[config.mk]
export PLATFORM = sky130hd
export DESIGN_NAME = ssbc_cycle_ctrl
export DESIGN_NICKNAME = d
export VERILOG_FILES = /design/src/verilog/ssbc_pkg.sv /design/src/verilog/ssbc_burst_ctr.sv /design/src/verilog/ssbc_cycle_ctrl.sv
export SDC_FILE = /design/constraint.sdc
export NUM_CORES = 1
export LEC_CHECK = 0
export ABC_AREA = 1
export BUFFER_PORTS_ARGS = -buffer_cell sky130_fd_sc_hd__buf_2
export CORE_UTILIZATION = 39
export DETAILED_ROUTE_END_ITERATION = 10
export PLACE_DENSITY = 0.75
export SKIP_CTS_REPAIR_TIMING = 1
export SYNTH_ARGS = -nofsm -noshare
export SYNTH_HDL_FRONTEND = slang
export SYNTH_SLANG_ARGS = --single-unit
[constraint.sdc]
create_clock -name clk_i -period 1.3 [get_ports clk_i]
set_input_delay 0.065 -clock clk_i [delete_from_list [all_inputs] [get_ports clk_i]]
set_output_delay 0.065 -clock clk_i [all_outputs]
set_load 0.05 [all_outputs]
[src/verilog/ssbc_pkg.sv]
package ssbc_pkg;

  // ==========================================================================
  // widths of the array word and its byte lanes
  localparam int unsigned ADDR_W  = 20;
  localparam int unsigned HI_W    = 18;
  localparam int unsigned BURST_W = 2;
  localparam int unsigned LANES   = 4;
  localparam int unsigned LANE_W  = 9;
  localparam int unsigned DATA_W  = 32;
  localparam int unsigned WORD_W  = 36;

  // ==========================================================================
  // values after reset and fixed lane patterns
  localparam logic [BURST_W-1:0] BURST_RST  = 2'h0;
  localparam logic [BURST_W-1:0] BURST_ONE  = 2'h1;
  localparam logic [HI_W-1:0]    HI_RST     = 18'h00000;
  localparam logic [WORD_W-1:0]  WORD_RST   = 36'h000000000;
  localparam logic [LANES-1:0]   LANES_NONE = 4'h0;
  localparam logic [LANES-1:0]   LANES_ALL  = 4'hf;
  localparam logic               SYNC_RST   = 1'h0;

  // ==========================================================================
  // timing: the sleep pin settles through this many flops before it acts
  localparam int unsigned SLEEP_SYNC_CYCLES = 2;

  // ==========================================================================
  // kind of access registered at the last clock rise
  typedef enum logic [1:0] {
    SSBC_IDLE,
    SSBC_READ,
    SSBC_WRITE
  } ssbc_cyc_e;

endpackage

[src/verilog/ssbc_burst_ctr.sv]
// two-bit wraparound burst counter, linear or interleaved order
module ssbc_burst_ctr (
  input  wire logic                         clk_i,
  input  wire logic                         reset_i,
  input  wire logic                         load_i,
  input  wire logic [ssbc_pkg::BURST_W-1:0] start_i,
  input  wire logic                         step_i,
  input  wire logic                         interleave_i,
  output logic      [ssbc_pkg::BURST_W-1:0] addr_o
);

  logic [ssbc_pkg::BURST_W-1:0] base_r;
  logic [ssbc_pkg::BURST_W-1:0] base_nxt;
  logic [ssbc_pkg::BURST_W-1:0] ofs_r;
  logic [ssbc_pkg::BURST_W-1:0] ofs_nxt;
  logic [ssbc_pkg::BURST_W-1:0] addr_r;
  logic [ssbc_pkg::BURST_W-1:0] addr_nxt;
  logic [ssbc_pkg::BURST_W-1:0] ofs_inc;

  // ==========================================================================
  // next counter state: load wins over step, hold otherwise
  always_comb begin
    ofs_inc  = ofs_r + ssbc_pkg::BURST_ONE;
    base_nxt = base_r;
    ofs_nxt  = ofs_r;
    addr_nxt = addr_r;
    if (load_i) begin
      base_nxt = start_i;
      ofs_nxt  = ssbc_pkg::BURST_RST;
      addr_nxt = start_i;
    end else if (step_i) begin
      ofs_nxt = ofs_inc;
      // interleaved order xors the step count into the start address
      addr_nxt = interleave_i ? (base_r ^ ofs_inc) : (base_r + ofs_inc);
    end
  end

  // ==========================================================================
  // counter registers
  always_ff @(posedge clk_i) begin
    if (reset_i) begin
      base_r <= ssbc_pkg::BURST_RST;
      ofs_r  <= ssbc_pkg::BURST_RST;
      addr_r <= ssbc_pkg::BURST_RST;
    end else begin
      base_r <= base_nxt;
      ofs_r  <= ofs_nxt;
      addr_r <= addr_nxt;
    end
  end

  assign addr_o = addr_r;

endmodule

[src/verilog/ssbc_cycle_ctrl.sv]
// Functional notes
// - controller strobe with a failing chip select, or processor strobe with second or third select failing, gives a deselect cycle, data pins released
// - while asleep, no address is used, controls ignored, data pins released
// - all selects active and processor strobe low start a burst read
// - controller strobe start with write decoded starts a burst write, capturing data
// - controller strobe start with read decoded starts a burst read
// - no strobe and burst step low advance the counter, read or write
// - no strobe and burst step high repeat the current address
// - processor strobe is ignored while the primary select is high
// - write when global write low, or qualifier low with any lane low
// - read when global write high and qualifier high or all lanes high
// - output enable acts without the clock and is masked during writes
// - in a read, output enable low drives all bits, high releases them
// - qualifier low, global write high: write exactly the lanes whose enable is low
// - global write low writes all four lanes
// - two-bit counter from address bits, linear or interleaved by order select
// - sleep takes two clocks to enter or leave; master deselects around it
module ssbc_cycle_ctrl (
  input  wire logic                        clk_i,
  input  wire logic                        reset_i,
  input  wire logic [ssbc_pkg::ADDR_W-1:0] address_i,
  input  wire logic                        chip_sel_primary_n_i,
  input  wire logic                        chip_sel_second_i,
  input  wire logic                        chip_sel_third_n_i,
  input  wire logic                        sleep_request_i,
  input  wire logic                        processor_strobe_n_i,
  input  wire logic                        controller_strobe_n_i,
  input  wire logic                        burst_step_n_i,
  input  wire logic                        global_write_n_i,
  input  wire logic                        byte_write_qualifier_n_i,
  input  wire logic                        lane_a_write_n_i,
  input  wire logic                        lane_b_write_n_i,
  input  wire logic                        lane_c_write_n_i,
  input  wire logic                        lane_d_write_n_i,
  input  wire logic                        output_enable_n_i,
  input  wire logic                        order_select_i,
  input  wire logic [ssbc_pkg::DATA_W-1:0] data_io_i,
  output logic      [ssbc_pkg::DATA_W-1:0] data_io_o,
  output logic                             data_io_oe_o,
  input  wire logic [ssbc_pkg::LANES-1:0]  parity_io_i,
  output logic      [ssbc_pkg::LANES-1:0]  parity_io_o,
  output logic                             parity_io_oe_o,
  output logic      [ssbc_pkg::ADDR_W-1:0] core_addr_o,
  output logic      [ssbc_pkg::LANES-1:0]  core_lane_we_o,
  output logic      [ssbc_pkg::WORD_W-1:0] core_wdata_o,
  input  wire logic [ssbc_pkg::WORD_W-1:0] core_rdata_i,
  output logic                             sleeping_o,
  output logic                             burst_active_o
);

  // ==========================================================================
  // state
  ssbc_pkg::ssbc_cyc_e             cyc_r;
  ssbc_pkg::ssbc_cyc_e             cyc_nxt;
  logic [ssbc_pkg::HI_W-1:0]       hi_r;
  logic [ssbc_pkg::HI_W-1:0]       hi_nxt;
  logic [ssbc_pkg::LANES-1:0]      lanes_r;
  logic [ssbc_pkg::LANES-1:0]      lanes_nxt;
  logic [ssbc_pkg::WORD_W-1:0]     wdata_r;
  logic [ssbc_pkg::WORD_W-1:0]     wdata_nxt;
  logic                            burst_r;
  logic                            burst_nxt;
  logic                            slp_s1_r;
  logic                            slp_s2_r;
  logic                            ord_s1_r;
  logic                            ord_s2_r;

  // decode terms
  logic [ssbc_pkg::LANES-1:0]      lane_n;
  logic [ssbc_pkg::LANES-1:0]      lane_sel;
  logic [ssbc_pkg::WORD_W-1:0]     pin_word;
  logic [ssbc_pkg::BURST_W-1:0]    burst_addr;
  logic                            sel_all;
  logic                            p_start;
  logic                            c_start;
  logic                            wr_any;
  logic                            ctr_load;
  logic                            ctr_step;

  assign lane_n = {lane_d_write_n_i, lane_c_write_n_i, lane_b_write_n_i, lane_a_write_n_i};

  // ==========================================================================
  // lane packing: each lane is eight data bits plus its parity bit
  for (genvar k = 0; k < ssbc_pkg::LANES; k++) begin : g_lane
    assign pin_word[k*ssbc_pkg::LANE_W +: ssbc_pkg::LANE_W] = {parity_io_i[k], data_io_i[k*8 +: 8]};
    assign data_io_o[k*8 +: 8] = core_rdata_i[k*ssbc_pkg::LANE_W +: 8];
    assign parity_io_o[k]      = core_rdata_i[k*ssbc_pkg::LANE_W + 8];
  end

  // ==========================================================================
  // write decode from global write, qualifier and lane enables
  always_comb begin
    wr_any = !global_write_n_i || (!byte_write_qualifier_n_i && !(&lane_n));
    if (!global_write_n_i) begin
      lane_sel = ssbc_pkg::LANES_ALL;
    end else if (!byte_write_qualifier_n_i) begin
      lane_sel = ~lane_n;
    end else begin
      lane_sel = ssbc_pkg::LANES_NONE;
    end
  end

  // ==========================================================================
  // cycle decode at each clock rise
  always_comb begin
    sel_all   = !chip_sel_primary_n_i && chip_sel_second_i && !chip_sel_third_n_i;
    // processor strobe counts only while the primary select is low
    p_start   = !chip_sel_primary_n_i && !processor_strobe_n_i;
    c_start   = !controller_strobe_n_i && !p_start;
    cyc_nxt   = ssbc_pkg::SSBC_IDLE;
    hi_nxt    = hi_r;
    lanes_nxt = ssbc_pkg::LANES_NONE;
    wdata_nxt = wdata_r;
    burst_nxt = burst_r;
    ctr_load  = 1'b0;
    ctr_step  = 1'b0;
    if (slp_s2_r) begin
      // asleep: nothing sampled, pending burst dropped
      burst_nxt = 1'b0;
    end else if (p_start || c_start) begin
      if (sel_all) begin
        ctr_load  = 1'b1;
        burst_nxt = 1'b1;
        hi_nxt    = address_i[ssbc_pkg::ADDR_W-1:ssbc_pkg::BURST_W];
        if (p_start || !wr_any) begin
          cyc_nxt = ssbc_pkg::SSBC_READ;
        end else begin
          cyc_nxt   = ssbc_pkg::SSBC_WRITE;
          lanes_nxt = lane_sel;
          wdata_nxt = pin_word;
        end
      end else begin
        burst_nxt = 1'b0;
      end
    end else if (burst_r) begin
      // no strobe: advance or hold the burst, direction from write decode
      ctr_step = !burst_step_n_i;
      if (wr_any) begin
        cyc_nxt   = ssbc_pkg::SSBC_WRITE;
        lanes_nxt = lane_sel;
        wdata_nxt = pin_word;
      end else begin
        cyc_nxt = ssbc_pkg::SSBC_READ;
      end
    end
  end

  // ==========================================================================
  // cycle registers
  always_ff @(posedge clk_i) begin
    if (reset_i) begin
      cyc_r   <= ssbc_pkg::SSBC_IDLE;
      hi_r    <= ssbc_pkg::HI_RST;
      lanes_r <= ssbc_pkg::LANES_NONE;
      wdata_r <= ssbc_pkg::WORD_RST;
      burst_r <= 1'b0;
    end else begin
      cyc_r   <= cyc_nxt;
      hi_r    <= hi_nxt;
      lanes_r <= lanes_nxt;
      wdata_r <= wdata_nxt;
      burst_r <= burst_nxt;
    end
  end

  // ==========================================================================
  // sleep and order pins are not tied to the clock, so two flops each;
  // the two-stage delay is also the enter and leave time of sleep
  always_ff @(posedge clk_i) begin
    if (reset_i) begin
      slp_s1_r <= ssbc_pkg::SYNC_RST;
      slp_s2_r <= ssbc_pkg::SYNC_RST;
      ord_s1_r <= ssbc_pkg::SYNC_RST;
      ord_s2_r <= ssbc_pkg::SYNC_RST;
    end else begin
      slp_s1_r <= sleep_request_i;
      slp_s2_r <= slp_s1_r;
      ord_s1_r <= order_select_i;
      ord_s2_r <= ord_s1_r;
    end
  end

  // ==========================================================================
  // burst counter
  ssbc_burst_ctr u_ctr (
    .clk_i        (clk_i),
    .reset_i      (reset_i),
    .load_i       (ctr_load),
    .start_i      (address_i[ssbc_pkg::BURST_W-1:0]),
    .step_i       (ctr_step),
    .interleave_i (ord_s2_r),
    .addr_o       (burst_addr)
  );

  // ==========================================================================
  // array side; writes stop at once when sleep takes hold
  assign core_addr_o    = {hi_r, burst_addr};
  assign core_lane_we_o = slp_s2_r ? ssbc_pkg::LANES_NONE : lanes_r;
  assign core_wdata_o   = wdata_r;
  assign sleeping_o     = slp_s2_r;
  assign burst_active_o = burst_r;

  // output enable is not sampled: the pad follows the pin within the period,
  // masked whenever the registered cycle is not a read
  assign data_io_oe_o   = (cyc_r == ssbc_pkg::SSBC_READ) && !output_enable_n_i && !slp_s2_r;
  assign parity_io_oe_o = data_io_oe_o;

  logic awake;
  assign awake = !slp_s2_r;
endmodule

### After elaboration in Yosys (flattened, before gate mapping)

Cells that the tools add are included.
Widths: inputs -> output; s select.

* flip-flop bits (word level): 71
* input port bits: 109
* word-level logic and storage cells: 77

* bitwise logic cells: 3
* muxes and demuxes: 27
* reductions and logical operators: 30
* eq/ne operators: 3
* $add $sub $neg: 2

Operators by type and width (number)
* $mux 36: 5
* $mux 4: 8
* $mux 2: 8
* $logic_not 1->1: 12
* $logic_and 1x1->1: 7
* $mux 1: 6
* $reduce_bool 2->1: 3
* $reduce_and 5->1: 1
* $ne 2x2->1 const B: 2
* $not 4->4: 1
* $reduce_and 4->1: 1
* $reduce_or 2->1: 2
* $logic_or 1x1->1: 3
* $reduce_and 3->1: 1
* $add 2x1->2 const B: 1
* $add 2x2->2: 1
* $eq 2x1->1 const B: 1
* $xor 2x2->2: 1
* $not 1->1: 1

### Depth between registers and ports, before layout

Gate-level depths: netlist of run 1.

* word-level depth: 9
* gate-level depth with buffers: 11

### Modules after synthesis

A second synthesis of run 1 with hierarchy kept.

* cells, all modules: 469
* area total of the unflattened synthesis: 3413.3 µm²

By module, submodules not included
* ssbc_cycle_ctrl: area each 3108.0 µm², times used 1, cells each 429
* ssbc_burst_ctr: area each 305.3 µm², times used 1, cells each 40

### Worst setup path after synthesis of run 1

OpenSTA, ideal clock, no wires.

* path kind: reg-to-output
* from: register slp_s2_r, in the netlist sleeping_o
* to: output parity_io_oe_o
* buffers on the path: 1
* cell stages (with the launch flop): 5
* path slack: -1.021 ns
* arrival: 2.256 ns
* path through: dfxtp_1 inv_1 nand2_1 nor3_1 buf_4

* word-level cells in the longest chain between the ends: 2

Ends and longest elaborated chain
* start, declared: line ssbc_cycle_ctrl.sv:64 `logic slp_s2_r;`
* start signal, assigned: line ssbc_cycle_ctrl.sv:172 `slp_s2_r <= ssbc_pkg::SYNC_RST;`
* start signal, assigned: line ssbc_cycle_ctrl.sv:177 `slp_s2_r <= slp_s1_r;`
* $logic_not 1->1
* $logic_and 1x1->1: line ssbc_cycle_ctrl.sv:205 `assign data_io_oe_o = (cyc_r == ssbc_pkg::SSBC_READ) && !output_enable_n_i && !slp_s2_r;`
* end, declared: line ssbc_cycle_ctrl.sv:42 `output logic parity_io_oe_o,`

Every way passes these cells.

### Worst setup path after layout of run 1

* from: register burst_r, in the netlist burst_active_o
* to: register wdata_r (netlist bit core_wdata_o[12])

* word-level cells in the longest chain between the ends: 2

Ends and longest elaborated chain
* start, declared: line ssbc_cycle_ctrl.sv:61 `logic burst_r;`
* start signal, assigned: line ssbc_cycle_ctrl.sv:162 `burst_r <= burst_nxt;`
* $reduce_bool 2->1 (no line)
* $reduce_and 5->1 (no line)
* end signal, assigned: line ssbc_cycle_ctrl.sv:155 `wdata_r <= ssbc_pkg::WORD_RST;`
* end signal, assigned: line ssbc_cycle_ctrl.sv:161 `wdata_r <= wdata_nxt;`
* end, declared: line ssbc_cycle_ctrl.sv:59 `logic [ssbc_pkg::WORD_W-1:0] wdata_r;`

Every way passes these cells.
A chain may end at the register's enable or synchronous reset.

==> impl_metrics.csv, run 1 <==
group,metric,value,unit
sta,worst_pin_slew,309,ps
placement,port_buffers,136,
drt,wl_per_cell,10.3,um
global_route,antenna_found_initial,0,
drt,antenna_left,0,
floorplanning,fp-row-count,32,
sta,rsz0062_at_grt,"yes",
logic_synthesis,synth-edff-count,0,
placement,dp_slack,-6.47,ps
logic_synthesis,ys_warn_count,0,
worst_setup_path,r2r_cells,9,
drt,drc_errors,0,
drt,drtIter0Drc,73,
worst_hold_path,holdCritStartpoint,"address_i[2]",
worst_hold_path,hold_path_end,"hi_r[0]",
logic_synthesis,synth_fp_nets,563,
worst_setup_path,r2r-end,"core_wdata_o[12]",
floorplanning,die_w,91.9,um
worst_setup_path,worstSetupPathType,"register to register",
outcome,status,"finished, violations left",
sta,finalHoldViolCount,7,
floorplanning,die_h,91.9,um
logic_synthesis,ys_types,24,
logic_synthesis,yosysSeqAreaShare,0.451,
power,p_total,4.94,mW
global_route,busiest_layer,"met2",
final_layout,final_core_util,0.540,
power,leakage,2.25,nW
drt,viasPerCell,4.31,
drt,firstDrtPassIters,4,
placement,dp_hpwl,4810,um
logic_synthesis,avgSynthCellArea,6.96,um2
worst_setup_path,critPathArrivalTime,1470,ps
global_route,grt_use_met2,0.269,
clock_tree,clock_sink_count,71,
logic_synthesis,synthCells,453,
clock_tree,cts.clk_slew.worst_paths,70,ps
run,max_cap_violations,0,
floorplanning,io_pins,209,
final_layout,syn2layout_area_growth,33.1,%
floorplanning,initial_utilization,0.406,
worst_setup_path,rrSetupSlack,60,ps
clock_tree,numCtsBuffers,9,
global_route,grt_overflow,0,
worst_setup_path,r2r_start,"burst_active_o",
worst_setup_path,required,1530,ps
placement,place_congestion,0.716,
sta,finalWorstSetupSlack,55.5,ps
global_route,grtUsageMet1,0.169,
floorplanning,coreArea,7770,um2
drt,vias,2942,
sta,hold_slack,-21.1,ps
logic_synthesis,ys.flop_type,"dfxtp_1",
final_layout,drive_gt1_frac,0.324,
clock_tree,cts_tree,"built",
clock_tree,cts-root-buf,"clkbuf_8",
clock_tree,cts-root-to-sink-buffers,2,
floorplanning,die-area,8440,um2
global_route,grt_pass1_vias,2562,
worst_hold_path,hold_path_class,"input pin to register",
sta,post-route-min-period,1240,ps
global_route,grt_max_degree,43,
logic_synthesis,syn_area,3150,um2
final_layout,insertedDiodeCount,0,
logic_synthesis,ys_ff_latch,71,
power,powerDensity,1180,nW/um2
worst_setup_path,critPathLaunchType,"register",
sta,finalClockSkew,3.43,ps
clock_tree,clk-insertion-delay-late,330,ps
worst_hold_path,hold_depth,3,
global_route,grt_pass1_wl,10500,um
clock_tree,htree_levels,3,
power,ir_worst_vdd,0.000591,V
worst_setup_path,cp-end-kind,"register",
worst_setup_path,worstPathMaxFanout,10,
outcome,violations,"hold timing",
placement,dp.cells,648,
global_route,grt_usage,0.154,
worst_setup_path,slowest_delay,350,ps
sta,finalSetupTns,0,ps
global_route,met3_usage,0.0448,
sta,fin_crit_sh,0.957,
final_layout,num-nets-final,686,
final_layout,layout.cells.non_filler,683,
worst_setup_path,worstPathCellList,"nand2_2 > nand2_2 > nand2_4 > nor2_8 > buf_8 > clkbuf_16 > nand2_1 > nand2_1 > nor2_1",
worst_setup_path,cp_slowest_cell,"dfxtp_4",
logic_synthesis,async_flop_share,0,
drt,totalWireLength,7020,um
sta,maxSlewViolCount,0,
sta,relSlewSlack,0.794,
sta,setup_viol,0,
sta,timing.fmax,0.804,GHz
-- how the worst max path moves through the flow --
stage                        startpoint                to  slack [ps]  cells past startpoint
2_1_floorplan                sleeping_o    parity_io_oe_o         -40                      4
3_3_place_gp   byte_write_qualifier_n_i  core_wdata_o[33]          30                      9
3_5_place_dp   byte_write_qualifier_n_i  core_wdata_o[23]          -6                      9
4_1_cts                      sleeping_o    parity_io_oe_o         -70                      4
5_1_grt                  burst_active_o  core_wdata_o[32]         -20                      9
6_report                 burst_active_o  core_wdata_o[12]          60                      9
-- per-stage QoR --
stage / hold WS (ps) / instance area [um2]
3_5_place_dp: 130 / 3680
4_1_cts: -80.1 / 3890
2_1_floorplan: 127 / 3180
3_3_place_gp: 130 / 3680
6_report: -21.1 / 4200
5_1_grt: 0.823 / 4200
-- power breakdown --
| part | switching (mW) | internal, mW |
|---|---|---|
| Sequential | 0.0420 | 2.25 |
| Combinational | 0.519 | 0.289 |
| Clock | 0.764 | 1.08 |
| Total | 1.32 | 3.62 |
-- cell families (layout without fill, tap and decap cells) --
family,Yosys count,count (layout),synth area share
adders and majority gates,1,1,0.00397
buffers and inverters,111,239,0.195
DFF,71,71,0.451
AOI/OAI and AO/OA,27,27,0.0441
xor gates and xnor gates,1,1,0.00278
and+or+nand+nor,242,242,0.303
-- registers in the layout, indices dropped and copies added, names as in the netlist --
register	cells
u_ctr.addr_o	2
cyc_r	2
slp_s1_r	1
hi_r	18
ord_s2_r	1
u_ctr.ofs_r	2
burst_active_o	1
ord_s1_r	1
core_wdata_o	36
u_ctr.base_r	2
sleeping_o	1
lanes_r	4
-- synthesized netlist by cell type (3+ instances only) --
master      n  share of area
nor2_1    133           0.16
nand2_1    93           0.11
dfxtp_1    71           0.45
inv_1      56          0.067
buf_4      38          0.091
o21ai_0    21          0.033
buf_6       7          0.025
clkbuf_1    7         0.0083
nand3_1     7          0.011
a21oi_1     4         0.0064
nand2_2     3         0.0060
-- cell type report --
cell class / count / area, um2
clock buffers: 12 / 135
clock inverters: 4 / 70.1
fillers: 751 / 3570
inverters: 57 / 219
multi-input cells: 271 / 1160
flip-flops and latches: 71 / 1430
well taps: 102 / 128
repair buffers: 166 / 1050
-- worst max-delay path, delay by kind of cell (launching register included) --
kind,cells,cell delay [ps]
simple gates,7,490
flops,1,350
buf+inv,2,300
-- placed cells by master (no fill, tap or decap), types with 3 or more instances in the layout --
master / instances
buf_2: 134
nor2_1: 133
nand2_1: 85
dfxtp_1: 68
inv_1: 54
o21ai_0: 18
dlygate4sd3_1: 12
nand2_2: 9
clkbuf_8: 9
buf_4: 8
nand3_1: 7
buf_6: 5
a21oi_1: 4
clkbuf_1: 3
clkbuf_16: 3
-- metal layers --
layer	vias to the layer above	wire, um
met5	-	0
met4	0	107
met3	20	440
met2	96	3410
met1	1284	3060
li1	1542	-
Note: power is estimated with default switching activity, not from simulation.
==> run 2: changes to the inputs <==
- CTS_BUF_LIST: default -> sky130_fd_sc_hd__clkbuf_4
==> run 2 against run 1 <==
Against the previous run: the run ends with hold timing, setup timing left; register-to-register slack lost 80 ps; wire length grew 11%; non-clock buffer count grew 48; die area is the same; global-route usage is essentially flat; combinational power grew 13%; setup slack lost 78 ps; total power shrank 3.4%; clock power shrank 15%; utilization grew 5.0 points.
==> impl_metrics.csv, run 2 (same netlist as run 1, synthesis figures left out) <==
group,metric,value,unit
floorplanning,io_pins,209,
worst_setup_path,cp-end-kind,"register",
sta,relSlewSlack,0.796,
clock_tree,cts-root-buf,"clkbuf_4",
floorplanning,fp-row-count,32,
outcome,violations,"hold timing, setup timing",
floorplanning,die_w,91.9,um
drt,totalWireLength,7800,um
placement,dp_hpwl,4810,um
final_layout,fill_cells,702,
clock_tree,numCtsBuffers,9,
global_route,antenna_found_initial,0,
worst_setup_path,worstPathMaxFanout,21,
power,powerDensity,1040,nW/um2
sta,finalHoldViolCount,3,
sta,finalWorstSetupSlack,-23.0,ps
sta,hold_slack,-24.8,ps
drt,firstDrtPassIters,4,
final_layout,layout_commonest_cell,"buf_2",
placement,port_buffers,136,
worst_setup_path,critPathArrivalTime,1620,ps
global_route,grt_max_degree,43,
sta,maxSlewViolCount,0,
worst_hold_path,hold_path_class,"input pin to register",
placement,dp_slack,-6.47,ps
worst_setup_path,required,1590,ps
clock_tree,cts_tree,"built",
final_layout,largest_register_ffs,36,
floorplanning,die-area,8440,um2
final_layout,insertedDiodeCount,0,
global_route,grt_pass1_wl,10500,um
clock_tree,htree_levels,3,
final_layout,syn2layout_area_growth,45.4,%
floorplanning,die_h,91.9,um
sta,rsz0062_at_grt,"yes",
final_layout,final_cell_mix,"buf_2 (134), nor2_1 (133), nand2_1 (91), dfxtp_1 (68), dlygate4sd3_1 (63)",
sta,worst_pin_slew,307,ps
sta,timing.fmax,0.756,GHz
power,leakage,2.42,nW
sta,finalSetupTns,-45.9,ps
worst_setup_path,worstSetupPathType,"register to register",
global_route,grt_overflow,0,
final_layout,drive_gt1_frac,0.289,
sta,finalClockSkew,11.1,ps
clock_tree,clk-insertion-delay-late,380,ps
floorplanning,coreArea,7770,um2
drt,antenna_left,0,
sta,setup_viol,2,
power,ir_worst_vdd,0.000521,V
power,p_total,4.78,mW
sta,post-route-min-period,1320,ps
clock_tree,cts.clk_slew.worst_paths,110,ps
final_layout,final_core_util,0.590,
placement,place_congestion,0.716,
drt,drc_errors,0,
drt,vias,3180,
worst_setup_path,critPathLaunchType,"register",
sta,fin_crit_sh,1.02,
outcome,status,"finished, violations left",
global_route,grt_usage,0.153,
drt,viasPerCell,4.35,
run,max_cap_violations,0,
global_route,grt_pass1_vias,2551,
final_layout,multi_input_area,1140,um2
final_layout,ff_latch_area,1430,um2
drt,wl_per_cell,10.7,um
floorplanning,initial_utilization,0.406,
final_layout,num-nets-final,734,
clock_tree,clock_sink_count,71,
clock_tree,cts-root-to-sink-buffers,2,
drt,drtIter0Drc,98,
-- run 2: changes by cell type in the layout (fill, tap and decap cells not counted) --
cell / before / now
buf_4: 8 / 9
buf_6: 5 / 4
buf_8: 2 / 0
clkbuf_1: 3 / 0
clkbuf_16: 3 / 2
clkbuf_4: 0 / 12
clkbuf_8: 9 / 0
dlygate4sd3_1: 12 / 63
nand2_1: 85 / 91
nand2_2: 9 / 4
nand2_4: 2 / 1
o21ai_0: 18 / 20
o21ai_1: 2 / 0
-- run 2: path summary, 6_finish.rpt --
kind,from,end,slack [ps],cells after the start
worst max-delay path,burst_active_o,core_wdata_o[35],-20,9
worst min-delay path,data_io_i[1],core_wdata_o[1],-20,5
worst max register to register,burst_active_o,core_wdata_o[35],-20,9
worst min register to register,ord_s1_r,ord_s2_r,420,2
-- run 2: critical path: stages, from the launching register on --
cell and delay (ps):
dfxtp_4 370, nand2_1 80, nand2_2 90, nand2_2 80, nor2_8 160, buf_12 130, clkbuf_16 170, nand2_1 60
nand2_1 50, nor2_1 40
-- run 2: final cells by class --
class	instances	share of cell area
Sequential cell	71	0.312
Timing Repair Buffer	214	0.328
Clock inverter	4	0.0153
Multi-Input combinational cell	271	0.249
Tap cell	102	0.0279
Inverter	57	0.0478
Clock buffer	12	0.0197
-- run 2: power breakdown --
group / internal [mW] / switching (mW) / leakage [nW]
Sequential: 2.25 / 0.0430 / 0.579
Combinational: 0.377 / 0.540 / 1.75
Clock: 0.842 / 0.722 / 0.0913
Total: 3.47 / 1.30 / 2.42
-- run 2: metrics by stage --
| stage | cells | instance area, um2 |
|---|---|---|
| after CTS | 664 | 3840 |
| after floorplan | 453 | 3180 |
| after global routing | 731 | 4580 |
| after global placement | 648 | 3680 |
| final | 731 | 4580 |
| after detailed placement | 648 | 3680 |
-- run 2: layer usage --
metal / GRT usage / vias to the layer above / routed length [um]
li1: - / 1644 / -
met1: 0.168 / 1407 / 3270
met2: 0.269 / 107 / 3900
met3: 0.0522 / 22 / 471
met4: 0.0638 / 0 / 154
met5: 0 / - / 0
